## config.mk

```make
export PLATFORM = sky130hd
export DESIGN_NAME = isr_sample_regs
export DESIGN_NICKNAME = d
export VERILOG_FILES = /design/src/inc/isr_pkg.sv /design/src/logic/isr_sample_regs.sv /design/src/logic/isr_sat_scale.sv
export SDC_FILE = /design/constraint.sdc
export NUM_CORES = 1
export LEC_CHECK = 0
export BUFFER_PORTS_ARGS = -buffer_cell sky130_fd_sc_hd__buf_2
export CAP_MARGIN = 25
export CORE_MARGIN = 2
export CORE_UTILIZATION = 45
export DETAILED_ROUTE_END_ITERATION = 10
export HOLD_SLACK_MARGIN = 0.15
export PLACE_DENSITY = 0.7
export SETUP_SLACK_MARGIN = 0.02
export SKIP_CTS_REPAIR_TIMING = 1
export SLEW_MARGIN = 20
export SYNTH_ARGS = -nofsm -noshare
export SYNTH_HDL_FRONTEND = slang
export SYNTH_SLANG_ARGS = --single-unit
export TNS_END_PERCENT = 50
```

## constraint.sdc

```tcl
create_clock -name aclk -period 7.15 [get_ports aclk]
set_input_delay 0.715 -clock aclk [delete_from_list [all_inputs] [get_ports aclk]]
set_output_delay 0.715 -clock aclk [all_outputs]
set_load 0.01 [all_outputs]
```

## src/inc/isr_pkg.sv

```systemverilog
// Constants and types for the inertial sample output register block.
// Assumes an AXI4-Lite master and a sensing front end giving raw samples.
// Overview of operation
// - Rate weight per count is 0.00625, 0.025 or 0.1 deg/s by model.
// - Rate high word is twos complement; full range reads +/-20000 counts.
// - Low rate word adds 16 resolution bits below high word; 32-bit value.
// - X rate low word at index 0x04, high word at index 0x06.
// - Y rate low word at index 0x08, high word at index 0x0A.
// - Z rate low word at index 0x0C, high word at index 0x0E.
// - Acceleration words form 32-bit value, limits 0x7D000000 and 0x83000000.
// - Acceleration high word at 1.25 mg per count, +/-32000 at 40 g.
// - Acceleration axes are the same three axes as the rate outputs.
// - Acceleration words at indices 0x10/0x12, 0x14/0x16, 0x18/0x1A, read-only.
package isr_pkg;
   localparam int ADDR_W = 8;
   localparam int DATA_W = 32;
   localparam int NUM_AXES = 3;
   localparam int NUM_WORDS = 6;
   localparam int IDX_LSB = 2;
   localparam int IDX_W = 6;
   localparam int HALF_W = 16;

   localparam logic [5:0] IDX_X_RATE_LOW = 6'h04;
   localparam logic [5:0] IDX_X_RATE_HIGH = 6'h06;
   localparam logic [5:0] IDX_Y_RATE_LOW = 6'h08;
   localparam logic [5:0] IDX_Y_RATE_HIGH = 6'h0A;
   localparam logic [5:0] IDX_Z_RATE_LOW = 6'h0C;
   localparam logic [5:0] IDX_Z_RATE_HIGH = 6'h0E;
   localparam logic [5:0] IDX_X_ACCEL_LOW = 6'h10;
   localparam logic [5:0] IDX_X_ACCEL_HIGH = 6'h12;
   localparam logic [5:0] IDX_Y_ACCEL_LOW = 6'h14;
   localparam logic [5:0] IDX_Y_ACCEL_HIGH = 6'h16;
   localparam logic [5:0] IDX_Z_ACCEL_LOW = 6'h18;
   localparam logic [5:0] IDX_Z_ACCEL_HIGH = 6'h1A;
   localparam logic [5:0] IDX_CTRL = 6'h20;
   localparam logic [5:0] IDX_STATUS = 6'h22;

   localparam int CTRL_EN_BIT = 0;
   localparam logic CTRL_EN_RESET = 1'b1;
   localparam logic [15:0] COUNT_RESET = 16'h0000;
   localparam logic [15:0] COUNT_STEP = 16'h0001;

   // Weight per count in deg/s for each model
   localparam real KG_MODEL0 = 0.00625;
   localparam real KG_MODEL1 = 0.025;
   localparam real KG_MODEL2 = 0.1;
   localparam int MODEL_MAX = 2;
   localparam int SHIFT_PER_MODEL = 2;
   // Acceleration weight per count in mg
   localparam real ACCEL_WEIGHT_MG = 1.25;

   localparam logic [31:0] RATE_POS_LIMIT = 32'h4E200000;
   localparam logic [31:0] RATE_NEG_LIMIT = 32'hB1E00000;
   localparam logic [31:0] ACCEL_POS_LIMIT = 32'h7D000000;
   localparam logic [31:0] ACCEL_NEG_LIMIT = 32'h83000000;
   localparam logic [2:0] ACCEL_SHIFT = 3'h0;

   localparam logic [1:0] RESP_OKAY = 2'h0;
   localparam logic [1:0] RESP_SLVERR = 2'h2;
   localparam logic [1:0] RESP_DECERR = 2'h3;

   // Word order: x, y, z rate, then x, y, z acceleration
   typedef struct packed {
      logic [NUM_WORDS-1:0][31:0] word;
   } isr_samples_t;

   typedef enum logic [1:0] {
      WS_IDLE = 2'h1,
      WS_RESP = 2'h2
   } isr_wstate_t;

   typedef enum logic [1:0] {
      RS_IDLE = 2'h1,
      RS_DATA = 2'h2
   } isr_rstate_t;

   typedef struct packed {
      isr_samples_t samp;
      logic ctrl_en;
      logic [15:0] count;
      isr_wstate_t ws;
      logic aw_got;
      logic [5:0] aw_idx;
      logic w_got;
      logic [31:0] wdata;
      logic [3:0] wstrb;
      logic [1:0] bresp;
      isr_rstate_t rs;
      logic [31:0] rdata;
      logic [1:0] rresp;
   } isr_state_t;
endpackage : isr_pkg

```

## src/logic/isr_sample_regs.sv

```systemverilog
// Sample output registers for rate and acceleration, AXI4-Lite slave.
// Assumes samples arrive with a one-cycle strobe, synchronous to aclk.
`timescale 1ns/100ps
module isr_sample_regs #(
   parameter int MODEL = 0
) (
   input wire logic aclk,
   input wire logic aresetn,
   input wire logic s_axi_awvalid,
   output logic s_axi_awready,
   input wire logic [isr_pkg::ADDR_W-1:0] s_axi_awaddr,
   input wire logic [2:0] s_axi_awprot,
   input wire logic s_axi_wvalid,
   output logic s_axi_wready,
   input wire logic [isr_pkg::DATA_W-1:0] s_axi_wdata,
   input wire logic [3:0] s_axi_wstrb,
   output logic s_axi_bvalid,
   input wire logic s_axi_bready,
   output logic [1:0] s_axi_bresp,
   input wire logic s_axi_arvalid,
   output logic s_axi_arready,
   input wire logic [isr_pkg::ADDR_W-1:0] s_axi_araddr,
   input wire logic [2:0] s_axi_arprot,
   output logic s_axi_rvalid,
   input wire logic s_axi_rready,
   output logic [isr_pkg::DATA_W-1:0] s_axi_rdata,
   output logic [1:0] s_axi_rresp,
   input wire logic sample_strobe,
   input wire isr_pkg::isr_samples_t sample_raw
);
   isr_pkg::isr_state_t st;
   isr_pkg::isr_state_t next_st;
   isr_pkg::isr_samples_t scaled;
   logic [2:0] rate_shift;
   logic aw_take;
   logic w_take;
   logic ar_take;
   logic [5:0] wr_idx;
   logic [31:0] wr_data;
   logic [3:0] wr_strb;

   if (MODEL < 0 || MODEL > isr_pkg::MODEL_MAX) begin : g_bad_model
      $error("MODEL out of range");
   end

   assign rate_shift = 3'(MODEL * isr_pkg::SHIFT_PER_MODEL);

   for (genvar i = 0; i < isr_pkg::NUM_WORDS; i++) begin : g_conv
      localparam logic [31:0] POS = (i < isr_pkg::NUM_AXES) ?
         isr_pkg::RATE_POS_LIMIT : isr_pkg::ACCEL_POS_LIMIT;
      localparam logic [31:0] NEG = (i < isr_pkg::NUM_AXES) ?
         isr_pkg::RATE_NEG_LIMIT : isr_pkg::ACCEL_NEG_LIMIT;
      isr_sat_scale #(
         .POS_LIMIT(POS),
         .NEG_LIMIT(NEG)
      ) u_conv (
         .raw(sample_raw.word[i]),
         .shift((i < isr_pkg::NUM_AXES) ? rate_shift : isr_pkg::ACCEL_SHIFT),
         .scaled(scaled.word[i])
      );
   end

   // Sample word slot for an index, or -1 when not a sample register
   function automatic int sample_slot(input logic [5:0] idx);
      int slot;
      slot = -1;
      if (idx >= isr_pkg::IDX_X_RATE_LOW && idx <= isr_pkg::IDX_Z_ACCEL_HIGH && !idx[0]) begin
         slot = int'(idx[5:2]) - 1;
      end
      return slot;
   endfunction : sample_slot

   function automatic logic [31:0] read_word(input isr_pkg::isr_state_t s, input logic [5:0] idx);
      int slot;
      logic [31:0] w;
      slot = sample_slot(idx);
      w = 32'h00000000;
      if (slot >= 0) begin
         if (idx[1]) begin
            w = {16'h0000, s.samp.word[slot][31:16]};
         end else begin
            w = {16'h0000, s.samp.word[slot][15:0]};
         end
      end else if (idx == isr_pkg::IDX_CTRL) begin
         w[isr_pkg::CTRL_EN_BIT] = s.ctrl_en;
      end else if (idx == isr_pkg::IDX_STATUS) begin
         w = {16'h0000, s.count};
      end
      return w;
   endfunction : read_word

   function automatic logic [1:0] read_resp(input logic [5:0] idx);
      logic [1:0] r;
      r = isr_pkg::RESP_DECERR;
      if (sample_slot(idx) >= 0 || idx == isr_pkg::IDX_CTRL || idx == isr_pkg::IDX_STATUS) begin
         r = isr_pkg::RESP_OKAY;
      end
      return r;
   endfunction : read_resp

   assign s_axi_awready = !st.aw_got && st.ws == isr_pkg::WS_IDLE;
   assign s_axi_wready = !st.w_got && st.ws == isr_pkg::WS_IDLE;
   assign s_axi_bvalid = st.ws == isr_pkg::WS_RESP;
   assign s_axi_bresp = st.bresp;
   assign s_axi_arready = st.rs == isr_pkg::RS_IDLE;
   assign s_axi_rvalid = st.rs == isr_pkg::RS_DATA;
   assign s_axi_rdata = st.rdata;
   assign s_axi_rresp = st.rresp;

   assign aw_take = s_axi_awvalid && s_axi_awready;
   assign w_take = s_axi_wvalid && s_axi_wready;
   assign ar_take = s_axi_arvalid && s_axi_arready;
   assign wr_idx = st.aw_got ? st.aw_idx : s_axi_awaddr[isr_pkg::IDX_LSB +: isr_pkg::IDX_W];
   assign wr_data = st.w_got ? st.wdata : s_axi_wdata;
   assign wr_strb = st.w_got ? st.wstrb : s_axi_wstrb;

   always_comb begin
      next_st = st;
      // Capture all six words at once from one sample
      if (sample_strobe && st.ctrl_en) begin
         next_st.samp = scaled;
         next_st.count = st.count + isr_pkg::COUNT_STEP;
      end
      if (aw_take) begin
         next_st.aw_got = 1'b1;
         next_st.aw_idx = s_axi_awaddr[isr_pkg::IDX_LSB +: isr_pkg::IDX_W];
      end
      if (w_take) begin
         next_st.w_got = 1'b1;
         next_st.wdata = s_axi_wdata;
         next_st.wstrb = s_axi_wstrb;
      end
      case (st.ws)
         isr_pkg::WS_IDLE: begin
            if ((st.aw_got || aw_take) && (st.w_got || w_take)) begin
               next_st.aw_got = 1'b0;
               next_st.w_got = 1'b0;
               next_st.ws = isr_pkg::WS_RESP;
               if (wr_idx == isr_pkg::IDX_CTRL) begin
                  if (wr_strb[0]) begin
                     next_st.ctrl_en = wr_data[isr_pkg::CTRL_EN_BIT];
                  end
                  next_st.bresp = isr_pkg::RESP_OKAY;
               end else if (read_resp(wr_idx) == isr_pkg::RESP_OKAY) begin
                  next_st.bresp = isr_pkg::RESP_SLVERR;
               end else begin
                  next_st.bresp = isr_pkg::RESP_DECERR;
               end
            end
         end
         isr_pkg::WS_RESP: begin
            if (s_axi_bready) begin
               next_st.ws = isr_pkg::WS_IDLE;
            end
         end
         default: begin
            next_st.ws = isr_pkg::WS_IDLE;
         end
      endcase
      case (st.rs)
         isr_pkg::RS_IDLE: begin
            if (ar_take) begin
               next_st.rdata = read_word(st, s_axi_araddr[isr_pkg::IDX_LSB +: isr_pkg::IDX_W]);
               next_st.rresp = read_resp(s_axi_araddr[isr_pkg::IDX_LSB +: isr_pkg::IDX_W]);
               next_st.rs = isr_pkg::RS_DATA;
            end
         end
         isr_pkg::RS_DATA: begin
            if (s_axi_rready) begin
               next_st.rs = isr_pkg::RS_IDLE;
            end
         end
         default: begin
            next_st.rs = isr_pkg::RS_IDLE;
         end
      endcase
   end

   always_ff @(posedge aclk) begin
      if (!aresetn) begin
         st <= '0;
         st.ctrl_en <= isr_pkg::CTRL_EN_RESET;
         st.count <= isr_pkg::COUNT_RESET;
         st.ws <= isr_pkg::WS_IDLE;
         st.rs <= isr_pkg::RS_IDLE;
         st.bresp <= isr_pkg::RESP_OKAY;
         st.rresp <= isr_pkg::RESP_OKAY;
      end else begin
         st <= next_st;
      end
   end
endmodule : isr_sample_regs

```

## src/logic/isr_sat_scale.sv

```systemverilog
// Scales one raw sample by a right shift and clamps it to the output range.
// Assumes raw input in the finest weight divided by 2^16 per count.
`timescale 1ns/100ps
module isr_sat_scale #(
   parameter logic [31:0] POS_LIMIT = isr_pkg::RATE_POS_LIMIT,
   parameter logic [31:0] NEG_LIMIT = isr_pkg::RATE_NEG_LIMIT
) (
   input wire logic [31:0] raw,
   input wire logic [2:0] shift,
   output logic [31:0] scaled
);
   logic signed [31:0] shifted;

   always_comb begin
      shifted = $signed(raw) >>> shift;
      if (shifted > $signed(POS_LIMIT)) begin
         scaled = POS_LIMIT;
      end else if (shifted < $signed(NEG_LIMIT)) begin
         scaled = NEG_LIMIT;
      end else begin
         scaled = shifted;
      end
   end
endmodule : isr_sat_scale

```

==> impl_metrics.ini <==
[run_status]
result_of_the_run = complete, no violations

[timing]
report.final.slew_viol_count = 0
fin_skew_ns = 0.0147
finalSetupViolations = 0
max_clock_freq_ghz = 0.253
timing.final.hold_violations = 0
final_critical_path_setup_slack_ns = 3.20
minimum_period_implied_by_the_final_worst_setup_slack_ns = 3.95
worstMarginPinSlew_ns = 1.04
rsz0062_at_grt = no
slew-limit-headroom_pct = 30.5
layout_worst_path_cycle_share_pct = 55.3
timing.setup.tns_ns = 0

[synthesis]
async_sr_flop_fraction_pct = 0
yosysSeqAreaShare_pct = 42.8
synth-edff-count = 0
netlist.area_leader.share_pct = 42.8
synth_top_cells_by_area = sky130_fd_sc_hd__dfxtp_1 43%, sky130_fd_sc_hd__a22o_1 7.0%, sky130_fd_sc_hd__mux4_2 6.2%
synthTopCellsByCount = 242 x sky130_fd_sc_hd__dfxtp_1, 97 x sky130_fd_sc_hd__nor2_1, 91 x sky130_fd_sc_hd__a22o_1, 65 x sky130_fd_sc_hd__o21ai_0, 57 x sky130_fd_sc_hd__clkbuf_1
synth_top_flop_cell = sky130_fd_sc_hd__dfxtp_1
avgSynthCellArea_sq_um = 9.92
number_of_cells_produced_by_synthesis = 1141
synth_largest_area_cell = sky130_fd_sc_hd__dfxtp_1
synth.cell_area_sq_mm = 0.0113
yosysWarningCount = 0
synth_seq_cells = 242
synth.most_common_cell = sky130_fd_sc_hd__dfxtp_1
yosys.cell_types.count = 61

[clock_network]
cts-buffers-inserted = 26
clkSinkCount = 242
latest_clock_arrival_within_the_worst_skew_pair_ns = 0.54
clkTransAtPathRegs_ns = 0.07
cts-root-buf = sky130_fd_sc_hd__clkbuf_16
htree_levels = 1
tritoncts = yes
clk_path_buf_depth = 3

[cells_and_area]
post-route-util_pct = 53.7
fin_nets = 1586
n_antenna_cell = 0
layout.filler_cells = 2303
layout-drive-gt1-share_pct = 28.3
postLayoutCellArea_sq_mm = 0.0134
layout_area_growth_over_synthesis_pct = 18.4

[die]
die_y_um = 163
pin_count = 299
die_w_um = 163
initial_core_util_pct = 45.3
die_area_sq_mm = 0.0264
placementRows = 58
coreArea_sq_mm = 0.0250

[power]
power.share.clock_pct = 42.5
sequential_cell_fraction_of_total_power_pct = 43.9
power_frac_comb_pct = 13.6
power_density_mw_per_mm2 = 251
intPower_uw = 2490
swShare_pct = 26.0
switching_power_uw = 875
total_power_after_layout_uw = 3370
p_leak_uw = 0.00530
worst_ir_drop_vdd_v = 0.000189

[global_route]
grt_usage_pct = 24.9
grt_antenna_before_repair = 0
via_count_of_the_first_global_routing_pass = 9258
grt_first_pass_wirelength_um = 51700
grt_max_degree = 111
grt-ovfl-total = 0

[placement]
dpl-instance-area_sq_mm = 0.0124
place.gp.congestion = 0.889
preCtsSetupSlack_ns = 2.66
dpl.hpwl_um = 24900
io_buffers = 238

[hold_path]
worst_hold_path_type = input port to flip-flop
hp-start = sample_raw[84]

[flow_run]
timing.max_cap.violations = 0

[detailed_routing]
detail_route.wl_per_cell_um = 20.5
drt_iter0_drc = 1008
via_count = 9981
routed_wl_um = 34100
routed_via_density = 5.99
drcViolationCount = 0
route.antenna.remaining_nets = 0
first_pass_iters = 5

[setup_path]
worst-endpoint-required_ns = 7.56
reg2reg_slack_ns = 4.27
endpoint_kind = flip-flop
worst-endpoint-arrival_ns = 4.36
critPathKind = input port to flip-flop
critical_path.startpoint = s_axi_araddr[4]
start_kind = input port
worst-path-max-fanout = 35
worst_r2r_startpoint = st[100]
-- cell usage in the layout (no fill, tap or decap), types with 4 or more instances in the layout --
cell type and count:
sky130_fd_sc_hd__nand2b_1 31, sky130_fd_sc_hd__inv_1 32, sky130_fd_sc_hd__a22o_1 91, sky130_fd_sc_hd__xor2_1 7, sky130_fd_sc_hd__a32o_1 42, sky130_fd_sc_hd__a2111oi_0 15
sky130_fd_sc_hd__nor2_1 96, sky130_fd_sc_hd__a211o_1 5, sky130_fd_sc_hd__nor4b_1 11, sky130_fd_sc_hd__xnor2_1 8, sky130_fd_sc_hd__nor2b_1 8, sky130_fd_sc_hd__o21ai_0 64
sky130_fd_sc_hd__buf_4 12, sky130_fd_sc_hd__nand3_1 10, sky130_fd_sc_hd__o2bb2ai_1 15, sky130_fd_sc_hd__buf_2 238, sky130_fd_sc_hd__a31oi_1 32, sky130_fd_sc_hd__nand4_1 21
sky130_fd_sc_hd__nand3b_1 4, sky130_fd_sc_hd__and2_1 5, sky130_fd_sc_hd__a21oi_1 18, sky130_fd_sc_hd__clkinv_2 6, sky130_fd_sc_hd__clkbuf_16 27, sky130_fd_sc_hd__nand2_1 37
sky130_fd_sc_hd__ha_1 12, sky130_fd_sc_hd__clkbuf_8 7, sky130_fd_sc_hd__nor3_1 13, sky130_fd_sc_hd__a221o_1 15, sky130_fd_sc_hd__a22o_2 14, sky130_fd_sc_hd__dfxtp_1 242
sky130_fd_sc_hd__o211ai_1 5, sky130_fd_sc_hd__o22ai_1 16, sky130_fd_sc_hd__conb_1 16, sky130_fd_sc_hd__mux2_2 18, sky130_fd_sc_hd__mux4_2 31, sky130_fd_sc_hd__mux2i_1 13
sky130_fd_sc_hd__nor4_1 44
-- routing by layer --
metal,wire length (um),vias to the layer above,share of wire (%),track usage (%)
li1,-,4697,-,-
met1,15200,4797,44,35.6
met2,15200,423,45,38.7
met3,2620,64,7.7,3.74
met4,1110,0,3.3,8.45
met5,0,-,0,0
-- area by class of cell --
type / instances / area [sq um] / area share, %
repair buffers: 253 / 1340 / 10.0
clock inverters: 11 / 135 / 1.01
flip-flops and latches: 242 / 4840 / 36.1
clock buffers: 37 / 783 / 5.84
multi-input cells: 759 / 5760 / 42.9
well taps: 330 / 413 / 3.08
inverters: 34 / 128 / 0.952
-- power groups by stage --
stage | combinational (uW) | sequential, uW | clock [uW]
final | 459 | 1480 | 1430
after global routing | 498 | 1490 | 1490
after CTS | 452 | 1480 | 1440
after detailed placement | 450 | 1510 | 0
after global placement | 444 | 1500 | 0
after floorplan | 300 | 1490 | 0
-- metrics by stage --
step | cells | hold WS (ns)
CTS | 1664 | 0.398
finish | 1666 | 0.405
floorplan | 1156 | 0.421
global route | 1666 | 0.409
detailed placement | 1616 | 0.440
global placement | 1616 | 0.431
-- path summary, 6_finish.rpt --
| path | cells after the start | endpoint |
|---|---|---|
| worst min register to register | 2 | st[187] |
| worst max-delay path | 9 | s_axi_rdata[1] |
| worst min-delay path | 2 | st[185] |
| worst max register to register | 5 | st[176] |
-- flip-flops by register name, summed over array words and instances, names as in the netlist --
| name | cells |
|---|---|
| s_axi_rresp | 1 |
| s_axi_bresp | 2 |
| st | 223 |
| s_axi_rdata | 16 |
-- worst max-delay path, stage by stage --
cell and delay (ns):
sky130_fd_sc_hd__buf_2 0.52, sky130_fd_sc_hd__clkinv_1 0.74, sky130_fd_sc_hd__ha_1 0.55, sky130_fd_sc_hd__buf_4 0.42, sky130_fd_sc_hd__nand2b_1 0.45, sky130_fd_sc_hd__o22ai_1 0.44
sky130_fd_sc_hd__a2111oi_0 0.15, sky130_fd_sc_hd__nor2_1 0.27, sky130_fd_sc_hd__o2bb2ai_1 0.09
-- cell families after synthesis --
group | synth area share, %
compound gates | 24.4
fa+ha+maj | 1.33
other cells | 0.0331
xor+xnor | 1.16
buf+inv | 7.03
mux | 9.11
simple gates | 14.2
flops | 42.8
Note: power is estimated with default switching activity, not from simulation.
